--- config.mk ---
export PLATFORM = sky130hd
export DESIGN_NAME = lbc_controller
export DESIGN_NICKNAME = d
export VERILOG_FILES = /design/src/core/lbc_pkg.sv /design/src/core/lbc_controller.sv
export SDC_FILE = /design/constraint.sdc
export NUM_CORES = 1
export LEC_CHECK = 0
export BUFFER_PORTS_ARGS = -buffer_cell sky130_fd_sc_hd__buf_2
export CAP_MARGIN = 30
export CORE_MARGIN = 2
export CORE_UTILIZATION = 64
export CTS_CLUSTER_SIZE = 28
export DETAILED_ROUTE_END_ITERATION = 10
export PLACE_DENSITY = 0.82
export SYNTH_ARGS = -nofsm -noshare
export SYNTH_HDL_FRONTEND = slang
export SYNTH_SLANG_ARGS = --single-unit
--- constraint.sdc ---
create_clock -name i_clock -period 8.8 [get_ports i_clock]
set_input_delay 0.44 -clock i_clock [delete_from_list [all_inputs] [get_ports i_clock]]
set_output_delay 0.44 -clock i_clock [all_outputs]
set_load 0.02 [all_outputs]
--- src/core/lbc_pkg.sv ---
// Package with constants and types of the LIN bus controller setup block.
`default_nettype none

package lbc_pkg;

   // Core clock rate and the least rate the controller may run from.
   localparam int unsigned CLK_MHZ       = 50;
   localparam int unsigned MIN_CORE_MHZ  = 8;

   // Idle time on the receive line after which autobaud rearms.
   localparam int unsigned REARM_TIME_US = 2000;
   localparam int unsigned REARM_CYCLES  = REARM_TIME_US * CLK_MHZ;

   // Selection of the directly addressed registers.
   localparam logic [1:0] SEL_MODE = 2'h0;
   localparam logic [1:0] SEL_ADDR = 2'h1;
   localparam logic [1:0] SEL_DATA = 2'h2;

   // Indices of the indirectly reached registers.
   localparam logic [7:0] IDX_CTRL = 8'h08;
   localparam logic [7:0] IDX_SIZE = 8'h0b;
   localparam logic [7:0] IDX_DIVL = 8'h0c;
   localparam logic [7:0] IDX_MUL  = 8'h0d;

   // Field positions.
   localparam int CF_ENABLE   = 7;
   localparam int CF_MASTER   = 6;
   localparam int CF_AUTOSEL  = 5;
   localparam int SIZE_ENH    = 7;
   localparam int PM_PRE_HI   = 7;
   localparam int PM_PRE_LO   = 6;
   localparam int PM_MUL_HI   = 5;
   localparam int PM_MUL_LO   = 1;
   localparam int PM_DIV8     = 0;
   localparam int CTRL_RSTINT = 3;
   localparam int CTRL_RSTERR = 2;

   // Reset values and masks.
   localparam logic [7:0] RST_REG8   = 8'h00;
   localparam logic [7:0] CTRL_SELFC = 8'h0c;

   // Baud limits and autobaud measurement constants.
   localparam logic [8:0]  DIV_MIN       = 9'h0c8;
   localparam logic [2:0]  AB_LAST_EDGE  = 3'h5;
   localparam int          AB_SHIFT      = 3;
   localparam logic [17:0] AB_MIN_PERIOD = 18'h00190;

   // Serializer states, Gray coded along the frame.
   typedef enum logic [1:0] {
      LBC_IDLE  = 2'b00,
      LBC_START = 2'b01,
      LBC_DATA  = 2'b11,
      LBC_STOP  = 2'b10
   } lbc_ser_e;

   // One buffered byte and whether it opens a frame (identifier).
   typedef struct packed {
      logic       first;
      logic [7:0] data;
   } lbc_txw_s;

   // Complete state of the controller.
   typedef struct packed {
      logic [7:0]     cf;
      logic [7:0]     adr;
      logic [7:0]     ctrl;
      logic [7:0]     size;
      logic [7:0]     divl;
      logic [7:0]     pm;
      logic [7:0]     rdata;
      logic           irq;
      logic           err;
      lbc_txw_s [1:0] buf_w;
      logic           wr_ptr;
      logic           rd_ptr;
      logic [1:0]     cnt;
      logic           ready;
      lbc_ser_e       ser;
      logic [7:0]     shreg;
      logic [2:0]     bitn;
      logic [17:0]    bitcnt;
      logic           tick;
      logic           txd;
      logic [7:0]     sum;
      logic [7:0]     chk;
      logic [2:0]     ab_edges;
      logic [17:0]    ab_cnt;
      logic [17:0]    ab_period;
      logic           ab_valid;
      logic [17:0]    ab_idle;
      logic           rx_prev;
   } lbc_state_s;

endpackage

`default_nettype wire

--- src/core/lbc_controller.sv ---
// LIN bus controller setup: mode, baud chain, checksum and serializer.
`timescale 1ns/1ps
`default_nettype none

// Operation
// [RL1] Frames are serialized in hardware as start, eight data bits, stop.
// [RL2] Mode and autobaud sit in the direct mode register, others indirect.
// [RL3] The data register reaches the register chosen by the address one.
// [RL4] Bit 6 of the mode register picks master or slave operation.
// [RL5] Bit 5 picks autobaud, which only takes effect in slave mode.
// [RL6] Bit time is two to prescaler plus one, times divider, times mult+1.
// [RL7] Prescaler 0-3, multiplier 0-31, divider 200-511 are supported.
// [RL8] Classic and enhanced checksums are computed in hardware.
// [RL9] Bit 0x80 of the frame size register at 0x0B selects enhanced.
// [RL10] Mode register value 0x80 enables and 0x40 makes a master.
// [RL11] Divider low is at index 0x0C, prescaler and multiplier at 0x0D.
// [RL12] Frame control is at 0x08 and writing 0x0C clears error and irq.
// [RL13] The system supplies a core clock of at least 8 MHz.
// [RL14] Index 0x0D holds prescaler 7:6, multiplier 5:1 and divider bit 8.
// [RL15] Slave autobaud measures the master bit time in the sync field.
module lbc_controller
   import lbc_pkg::*;
#(
   parameter int unsigned REARM = REARM_CYCLES
) (
   input  wire logic       i_clock,
   input  wire logic       i_resetn,
   input  wire logic [1:0] i_reg_sel,
   input  wire logic       i_wr,
   input  wire logic       i_rd,
   input  wire logic [7:0] i_wdata,
   output var  logic [7:0] o_rdata,
   input  wire logic       i_tx_valid,
   input  wire logic       i_tx_first,
   input  wire logic [7:0] i_tx_data,
   output var  logic       o_tx_ready,
   output var  logic       o_lin_tx,
   input  wire logic       i_lin_rx,
   output var  logic       o_irq,
   output var  logic       o_err,
   output var  logic [7:0] o_checksum
);

   lbc_state_s  s_q;
   lbc_state_s  s_d;
   lbc_txw_s    head;
   logic        use_auto;
   logic        enabled;
   logic [1:0]  pre;
   logic [4:0]  mul;
   logic [8:0]  div_raw;
   logic [8:0]  div_eff;
   logic [17:0] period_man;
   logic [17:0] period;
   logic        can_run;
   logic        push;
   logic        pop;
   logic        wr_ind;
   logic        irq_set;
   logic        err_set;
   logic        rx_fall;
   logic [8:0]  add9;
   logic [7:0]  nsum;

   // Baud factors, autobaud selection and the resulting bit period.
   always_comb begin
      enabled    = s_q.cf[CF_ENABLE];                          // [RL10]
      use_auto   = s_q.cf[CF_AUTOSEL] & ~s_q.cf[CF_MASTER];    // [RL4] [RL5]
      pre        = s_q.pm[PM_PRE_HI:PM_PRE_LO];                // [RL14]
      mul        = s_q.pm[PM_MUL_HI:PM_MUL_LO];                // [RL14]
      div_raw    = {s_q.pm[PM_DIV8], s_q.divl};                // [RL14]
      div_eff    = (div_raw < DIV_MIN) ? DIV_MIN : div_raw;    // [RL7]
      period_man = 18'((18'(div_eff) << (3'(pre) + 3'h1))
                       * (18'(mul) + 18'h00001));              // [RL6]
      period     = use_auto ? s_q.ab_period : period_man;      // [RL15]
      can_run    = enabled & (~use_auto | s_q.ab_valid);
      head       = s_q.buf_w[s_q.rd_ptr];
      push       = i_tx_valid & s_q.ready;
      pop        = (s_q.ser == LBC_IDLE) & can_run & (s_q.cnt != 2'h0);
      wr_ind     = i_wr & (i_reg_sel == SEL_DATA);
      rx_fall    = s_q.rx_prev & ~i_lin_rx;
   end

   // Running checksum: ID seeds it only when enhanced, carry wraps around.
   always_comb begin
      add9 = {1'b0, s_q.sum} + {1'b0, head.data};
      if (head.first) begin
         nsum = s_q.size[SIZE_ENH] ? head.data : 8'h00;        // [RL8] [RL9]
      end else begin
         nsum = add9[7:0] + {7'h00, add9[8]};                  // [RL8]
      end
   end

   // Next state of registers, buffer, serializer and autobaud.
   always_comb begin
      s_d     = s_q;
      irq_set = 1'b0;
      err_set = 1'b0;
      s_d.tick    = 1'b0;
      s_d.rx_prev = i_lin_rx;

      // Register writes, direct and through the indirect pair.
      if (i_wr && i_reg_sel == SEL_MODE) begin
         s_d.cf = i_wdata;                                     // [RL2] [RL10]
      end
      if (i_wr && i_reg_sel == SEL_ADDR) begin
         s_d.adr = i_wdata;                                    // [RL2]
      end
      if (wr_ind) begin
         case (s_q.adr)                                        // [RL3]
            IDX_CTRL: s_d.ctrl = i_wdata & ~CTRL_SELFC;        // [RL12]
            IDX_SIZE: s_d.size = i_wdata;                      // [RL9]
            IDX_DIVL: s_d.divl = i_wdata;                      // [RL11]
            IDX_MUL:  s_d.pm   = i_wdata;                      // [RL11]
            default:  s_d.size = s_q.size;
         endcase
      end

      // Register reads return one cycle after the strobe.
      if (i_rd) begin
         case (i_reg_sel)
            SEL_MODE: s_d.rdata = s_q.cf;                      // [RL2]
            SEL_ADDR: s_d.rdata = s_q.adr;
            SEL_DATA: begin
               case (s_q.adr)                                  // [RL3]
                  IDX_CTRL: s_d.rdata = {s_q.ctrl[7:4], s_q.irq,
                                         s_q.err, s_q.ctrl[1:0]};
                  IDX_SIZE: s_d.rdata = s_q.size;
                  IDX_DIVL: s_d.rdata = s_q.divl;
                  IDX_MUL:  s_d.rdata = s_q.pm;
                  default:  s_d.rdata = 8'h00;
               endcase
            end
            default:  s_d.rdata = 8'h00;
         endcase
      end

      // Two-entry buffer between the byte source and the serializer.
      if (push) begin
         s_d.buf_w[s_q.wr_ptr] = {i_tx_first, i_tx_data};
         s_d.wr_ptr = ~s_q.wr_ptr;
      end
      if (pop) begin
         s_d.rd_ptr = ~s_q.rd_ptr;
      end
      s_d.cnt   = 2'(s_q.cnt + {1'b0, push} - {1'b0, pop});
      s_d.ready = (s_d.cnt != 2'h2);

      // Bit timer runs only while a byte is on the line.
      if (s_q.ser != LBC_IDLE) begin
         if (s_q.bitcnt >= period - 18'h00001) begin           // [RL6]
            s_d.bitcnt = 18'h00000;
            s_d.tick   = 1'b1;
         end else begin
            s_d.bitcnt = s_q.bitcnt + 18'h00001;
         end
      end

      // Byte serializer, least significant bit first.
      case (s_q.ser)
         LBC_IDLE: begin
            s_d.txd = 1'b1;
            if (pop) begin
               s_d.shreg  = head.data;
               s_d.sum    = nsum;                              // [RL8]
               s_d.chk    = ~nsum;                             // [RL8]
               // Counts from one: the timer idles in this cycle, so the
               // start bit would otherwise run one cycle too long.
               s_d.bitcnt = 18'h00001;                         // [RL6]
               s_d.ser    = LBC_START;
               s_d.txd    = 1'b0;                              // [RL1]
            end
         end
         LBC_START: begin
            if (s_q.tick) begin
               s_d.txd   = s_q.shreg[0];                       // [RL1]
               s_d.shreg = {1'b0, s_q.shreg[7:1]};
               s_d.bitn  = 3'h0;
               s_d.ser   = LBC_DATA;
            end
         end
         LBC_DATA: begin
            if (s_q.tick) begin
               if (s_q.bitn == 3'h7) begin
                  s_d.txd = 1'b1;                              // [RL1]
                  s_d.ser = LBC_STOP;
               end else begin
                  s_d.txd   = s_q.shreg[0];
                  s_d.shreg = {1'b0, s_q.shreg[7:1]};
                  s_d.bitn  = s_q.bitn + 3'h1;
               end
            end
         end
         LBC_STOP: begin
            if (s_q.tick) begin
               s_d.ser = LBC_IDLE;
               irq_set = (s_q.cnt == 2'h0);
            end
         end
         default: begin
            s_d.ser = LBC_IDLE;
            s_d.txd = 1'b1;
         end
      endcase

      // A disabled interface drops the byte on the line, keeps the buffered bytes and idles the line high.
      if (!enabled) begin
         s_d.ser = LBC_IDLE;                                   // [RL10]
         s_d.txd = 1'b1;
      end

      // Autobaud: time five falling edges of the sync field, eight bits.
      if (use_auto && enabled) begin
         if (s_q.ab_edges != 3'h0) begin
            s_d.ab_cnt = s_q.ab_cnt + 18'h00001;
         end
         if (rx_fall) begin
            s_d.ab_idle = 18'h00000;
         end else if (i_lin_rx) begin
            s_d.ab_idle = s_q.ab_idle + 18'h00001;
         end
         if (!s_q.ab_valid && rx_fall) begin
            if (s_q.ab_edges == 3'h0) begin
               // The cycle of this edge already belongs to the sync bits.
               s_d.ab_cnt   = 18'h00001;                       // [RL15]
               s_d.ab_edges = 3'h1;
            end else if (s_q.ab_edges == AB_LAST_EDGE - 3'h1) begin
               s_d.ab_edges  = 3'h0;
               s_d.ab_period = s_q.ab_cnt >> AB_SHIFT;         // [RL15]
               s_d.ab_valid  = ((s_q.ab_cnt >> AB_SHIFT) >= AB_MIN_PERIOD);
               err_set       = ~s_d.ab_valid;
            end else begin
               s_d.ab_edges = s_q.ab_edges + 3'h1;
            end
         end
         if (s_q.ab_idle >= 18'(REARM - 1) && s_q.ser == LBC_IDLE) begin
            s_d.ab_valid = 1'b0;                               // [RL15]
            s_d.ab_edges = 3'h0;
            s_d.ab_idle  = 18'h00000;
         end
      end else begin
         s_d.ab_valid = 1'b0;
         s_d.ab_edges = 3'h0;
         s_d.ab_idle  = 18'h00000;
      end

      // Sticky flags: a clear by write loses against a set in that cycle.
      if (wr_ind && s_q.adr == IDX_CTRL && i_wdata[CTRL_RSTINT]) begin
         s_d.irq = 1'b0;                                       // [RL12]
      end
      if (wr_ind && s_q.adr == IDX_CTRL && i_wdata[CTRL_RSTERR]) begin
         s_d.err = 1'b0;                                       // [RL12]
      end
      if (irq_set || err_set) begin
         s_d.irq = 1'b1;
      end
      if (err_set) begin
         s_d.err = 1'b1;
      end
   end

   // State register.
   always_ff @(posedge i_clock or negedge i_resetn) begin
      if (!i_resetn) begin
         s_q        <= '0;
         s_q.cf     <= RST_REG8;
         s_q.ready  <= 1'b1;
         s_q.txd    <= 1'b1;
         s_q.chk    <= 8'hff;
         s_q.ser    <= LBC_IDLE;
      end else begin
         s_q <= s_d;
      end
   end

   // Outputs straight from the state register.
   always_comb begin
      o_rdata    = s_q.rdata;
      o_tx_ready = s_q.ready;
      o_lin_tx   = s_q.txd;
      o_irq      = s_q.irq;
      o_err      = s_q.err;
      o_checksum = s_q.chk;
   end
endmodule // lbc_controller

`default_nettype wire

==> results.sh <==
export IMPL_peakVddDrop_v=0.000279
export IMPL_cp_max_fo=22
export IMPL_dpl_hpwl_um=21100
export IMPL_io_pins=45
export IMPL_synth_seq_cells=184
export IMPL_grt_pass1_wl_um=49000
export IMPL_nets=1500
export IMPL_yosysTopAreaCell="dfrtp_1"
export IMPL_place_congestion=0.913
export IMPL_clockRootBuffer="clkbuf_16"
export IMPL_start_util_pct=65.2
export IMPL_path_class="flip-flop to flip-flop"
export IMPL_synth_top_area_share_pct=33.0
export IMPL_area_growth_pct=6.42
export IMPL_drtIter0Drc=615
export IMPL_grt_max_degree=73
export IMPL_cap_violations=0
export IMPL_min_period_ns=7.81
export IMPL_finalHoldViolCount=0
export IMPL_antenna_found_initial=0
export IMPL_drive_gt1_share_pct=16.2
export IMPL_ctsResizeCount=0
export IMPL_synth_edf_count=0
export IMPL_rrSetupSlack_ns=0.99
export IMPL_slew_headroom_pct=29.0
export IMPL_cts_tree="done"
export IMPL_finalSetupViolations=0
export IMPL_num_rows=52
export IMPL_die_area_mm2=0.0218
export IMPL_cts_buffers_inserted=17
export IMPL_p_leak_uw=0.00650
export IMPL_ys_types=86
export IMPL_die_x_um=148
export IMPL_timing_rr_end="s_q[77]"
export IMPL_r2r_cells=27
export IMPL_finalCritPeriodShare_pct=88.8
export IMPL_clock_sinks=184
export IMPL_via_count=10200
export IMPL_hp_class="input pin to async pin"
export IMPL_p_total_uw=3230
export IMPL_cts_path_max_buffers=2
export IMPL_antenna_cells=0
export IMPL_yosys_top_cells_area="dfrtp_1 33%, fa_1 8.0%, mux2_2 7.8%, ha_1 5.9%, nor2_1 4.1%"
export IMPL_outcome="complete, no violations"
export IMPL_post_route_util_pct=69.4
export IMPL_startpoint_type="flip-flop"
export IMPL_r2r_start="pre[0]"
export IMPL_clk_latency_ns=0.44
export IMPL_grt_setup_unrepaired="false"
export IMPL_maxSlewViolCount=0
export IMPL_ant_nets=0
export IMPL_clk_pin_slew_worst_paths_ns=0.08
export IMPL_wl_per_cell_um=17.5
export IMPL_routed_wl_um=28800
export IMPL_cp_arrival_ns=8.14
export IMPL_ys_seq_area_share_pct=35.0
export IMPL_synth_warnings=0
export IMPL_synth_area_mm2=0.0132
export IMPL_h_tree_depth=4
export IMPL_drc=0
export IMPL_cts_hold_buf=0
export IMPL_grt_pass1_vias=10100
export IMPL_synthCells=1357
export IMPL_dr_pass1_iters=7
export IMPL_avgSynthCellArea_um2=9.72
export IMPL_synth_most_common_cell="dfrtp_1"
export IMPL_final_setup_tns_ns=0
export IMPL_die_y_um=148
export IMPL_skew_ns=0.0166
export IMPL_end_kind="flip-flop"
export IMPL_portBuffers=44
export IMPL_cts_setup_buffers=0
export IMPL_yosys_most_used_dff="dfrtp_1"
export IMPL_max_stage_delay_ns=0.79
export IMPL_grt_usage_pct=27.5
export IMPL_cp_num_buf_inv=3
export IMPL_powerDensity_mw_per_mm2=230
export IMPL_critPathSlowestCell="ha_1"
export IMPL_cp_top_family="adder cells"
export IMPL_coreArea_mm2=0.0202
export IMPL_crit_required_ns=9.13
export IMPL_grt_remaining_overflow=0
export IMPL_yosys_top_cells_count="174 x dfrtp_1, 143 x nor2_1, 96 x nand2_1"
export IMPL_max_freq_mhz=128
export IMPL_timing_worst_slew_pin_value_ns=1.06
export IMPL_viasPerCell=6.19
export IMPL_synth_nets=1497
export IMPL_synthArstFlopShare_pct=100
worst max path at each step:
stage | start | to | slack, ns | cells past startpoint
6_report | pre[0] | s_q[77] | 0.99 | 27
2_1_floorplan | pre[1] | s_q[86] | 1.97 | 27
5_1_grt | pre[0] | s_q[77] | 0.55 | 27
3_3_place_gp | pre[0] | s_q[77] | 1.41 | 27
4_1_cts | pre[0] | s_q[94] | 1.12 | 27
3_5_place_dp | pre[0] | s_q[94] | 1.15 | 27
where the power goes:
group | total (µW) | internal (µW) | switching, µW
clock | 749 | 380 | 368
combinational | 1250 | 535 | 712
sequential | 1230 | 1050 | 184
worst register-to-register path, cell delays in order (launching register included):
cell and delay [ns]:
dfrtp_1 0.62, ha_1 0.80, o21ai_0 0.21, a22oi_1 0.27, nor2_1 0.07, mux2i_1 0.48
nor2_1 0.14, fa_1 0.54, fa_1 0.51, inv_1 0.06, fa_1 0.53, inv_1 0.04
ha_1 0.36, o21a_1 0.28, and4b_1 0.21, a2111o_1 0.41, o211ai_1 0.16, o211ai_1 0.22
nor3_1 0.20, o211ai_1 0.13, xor2_1 0.19, ha_1 0.20, nor4_1 0.22, o21ai_0 0.12
a21oi_1 0.17, o31ai_2 0.09, buf_4 0.21, a221oi_1 0.29
kinds of logic (layout without fill, tap and decap cells):
logic type               Yosys count  in the layout  synth area share [%]
XOR/XNOR                          61             61                  4.26
buffers and inverters            155            171                  5.20
flip-flops                       184            184                  35.0
AND/OR/NAND/NOR                  437            437                  16.7
AO/OA/AOI/OAI                    279            279                  14.5
adder cells (fa/ha/maj)          115            115                  13.9
multiplexers                     126            126                  10.4
metal layers:
metal	routed length (µm)	vias up	global-route usage [%]
met5	0	-	0
met3	1380	54	4.63
met4	473	0	7.60
li1	-	4805	-
met1	13000	5046	38.7
met2	13900	273	44.5
placed cells by master, fill, tap and decap left out, types with 39 or more instances in the layout:
cell type  instances
a21oi_1           39
buf_2             44
dfrtp_1          174
fa_1              53
ha_1              62
inv_1             85
mux2_2            91
nand2_1           96
nor2_1           143
o21ai_0           76
layout make-up:
cell class              instances  area (µm²)
clock buffers                  18         429
clock inverters                14         151
fillers                      1536        6190
inverters                      86         323
multi-input cells            1018        7890
flip-flops and latches        184        4620
well taps                     270         338
repair buffers                 53         292
sequential cells by signal (all words and copies together), names as in the netlist:
register and cells:
o_err 1, enabled 1, div_raw 9, o_rdata 8
pre 2, o_lin_tx 1, o_irq 1, o_checksum 8
mul 5, s_q 147, o_tx_ready 1
through the flow:
stage / worst slack (ns) / std cells / area, µm² / hold slack, ns
2_1_floorplan: 1.97 / 1357 / 13200 / 0.144
4_1_cts: 1.12 / 1643 / 14000 / 0.0198
3_5_place_dp: 1.15 / 1611 / 13500 / 0.449
5_1_grt: 0.554 / 1643 / 14000 / 0.0637
3_3_place_gp: 1.41 / 1610 / 13500 / 0.445
6_report: 0.986 / 1643 / 14000 / 0.0111
Power figures use the tool's default switching activity.
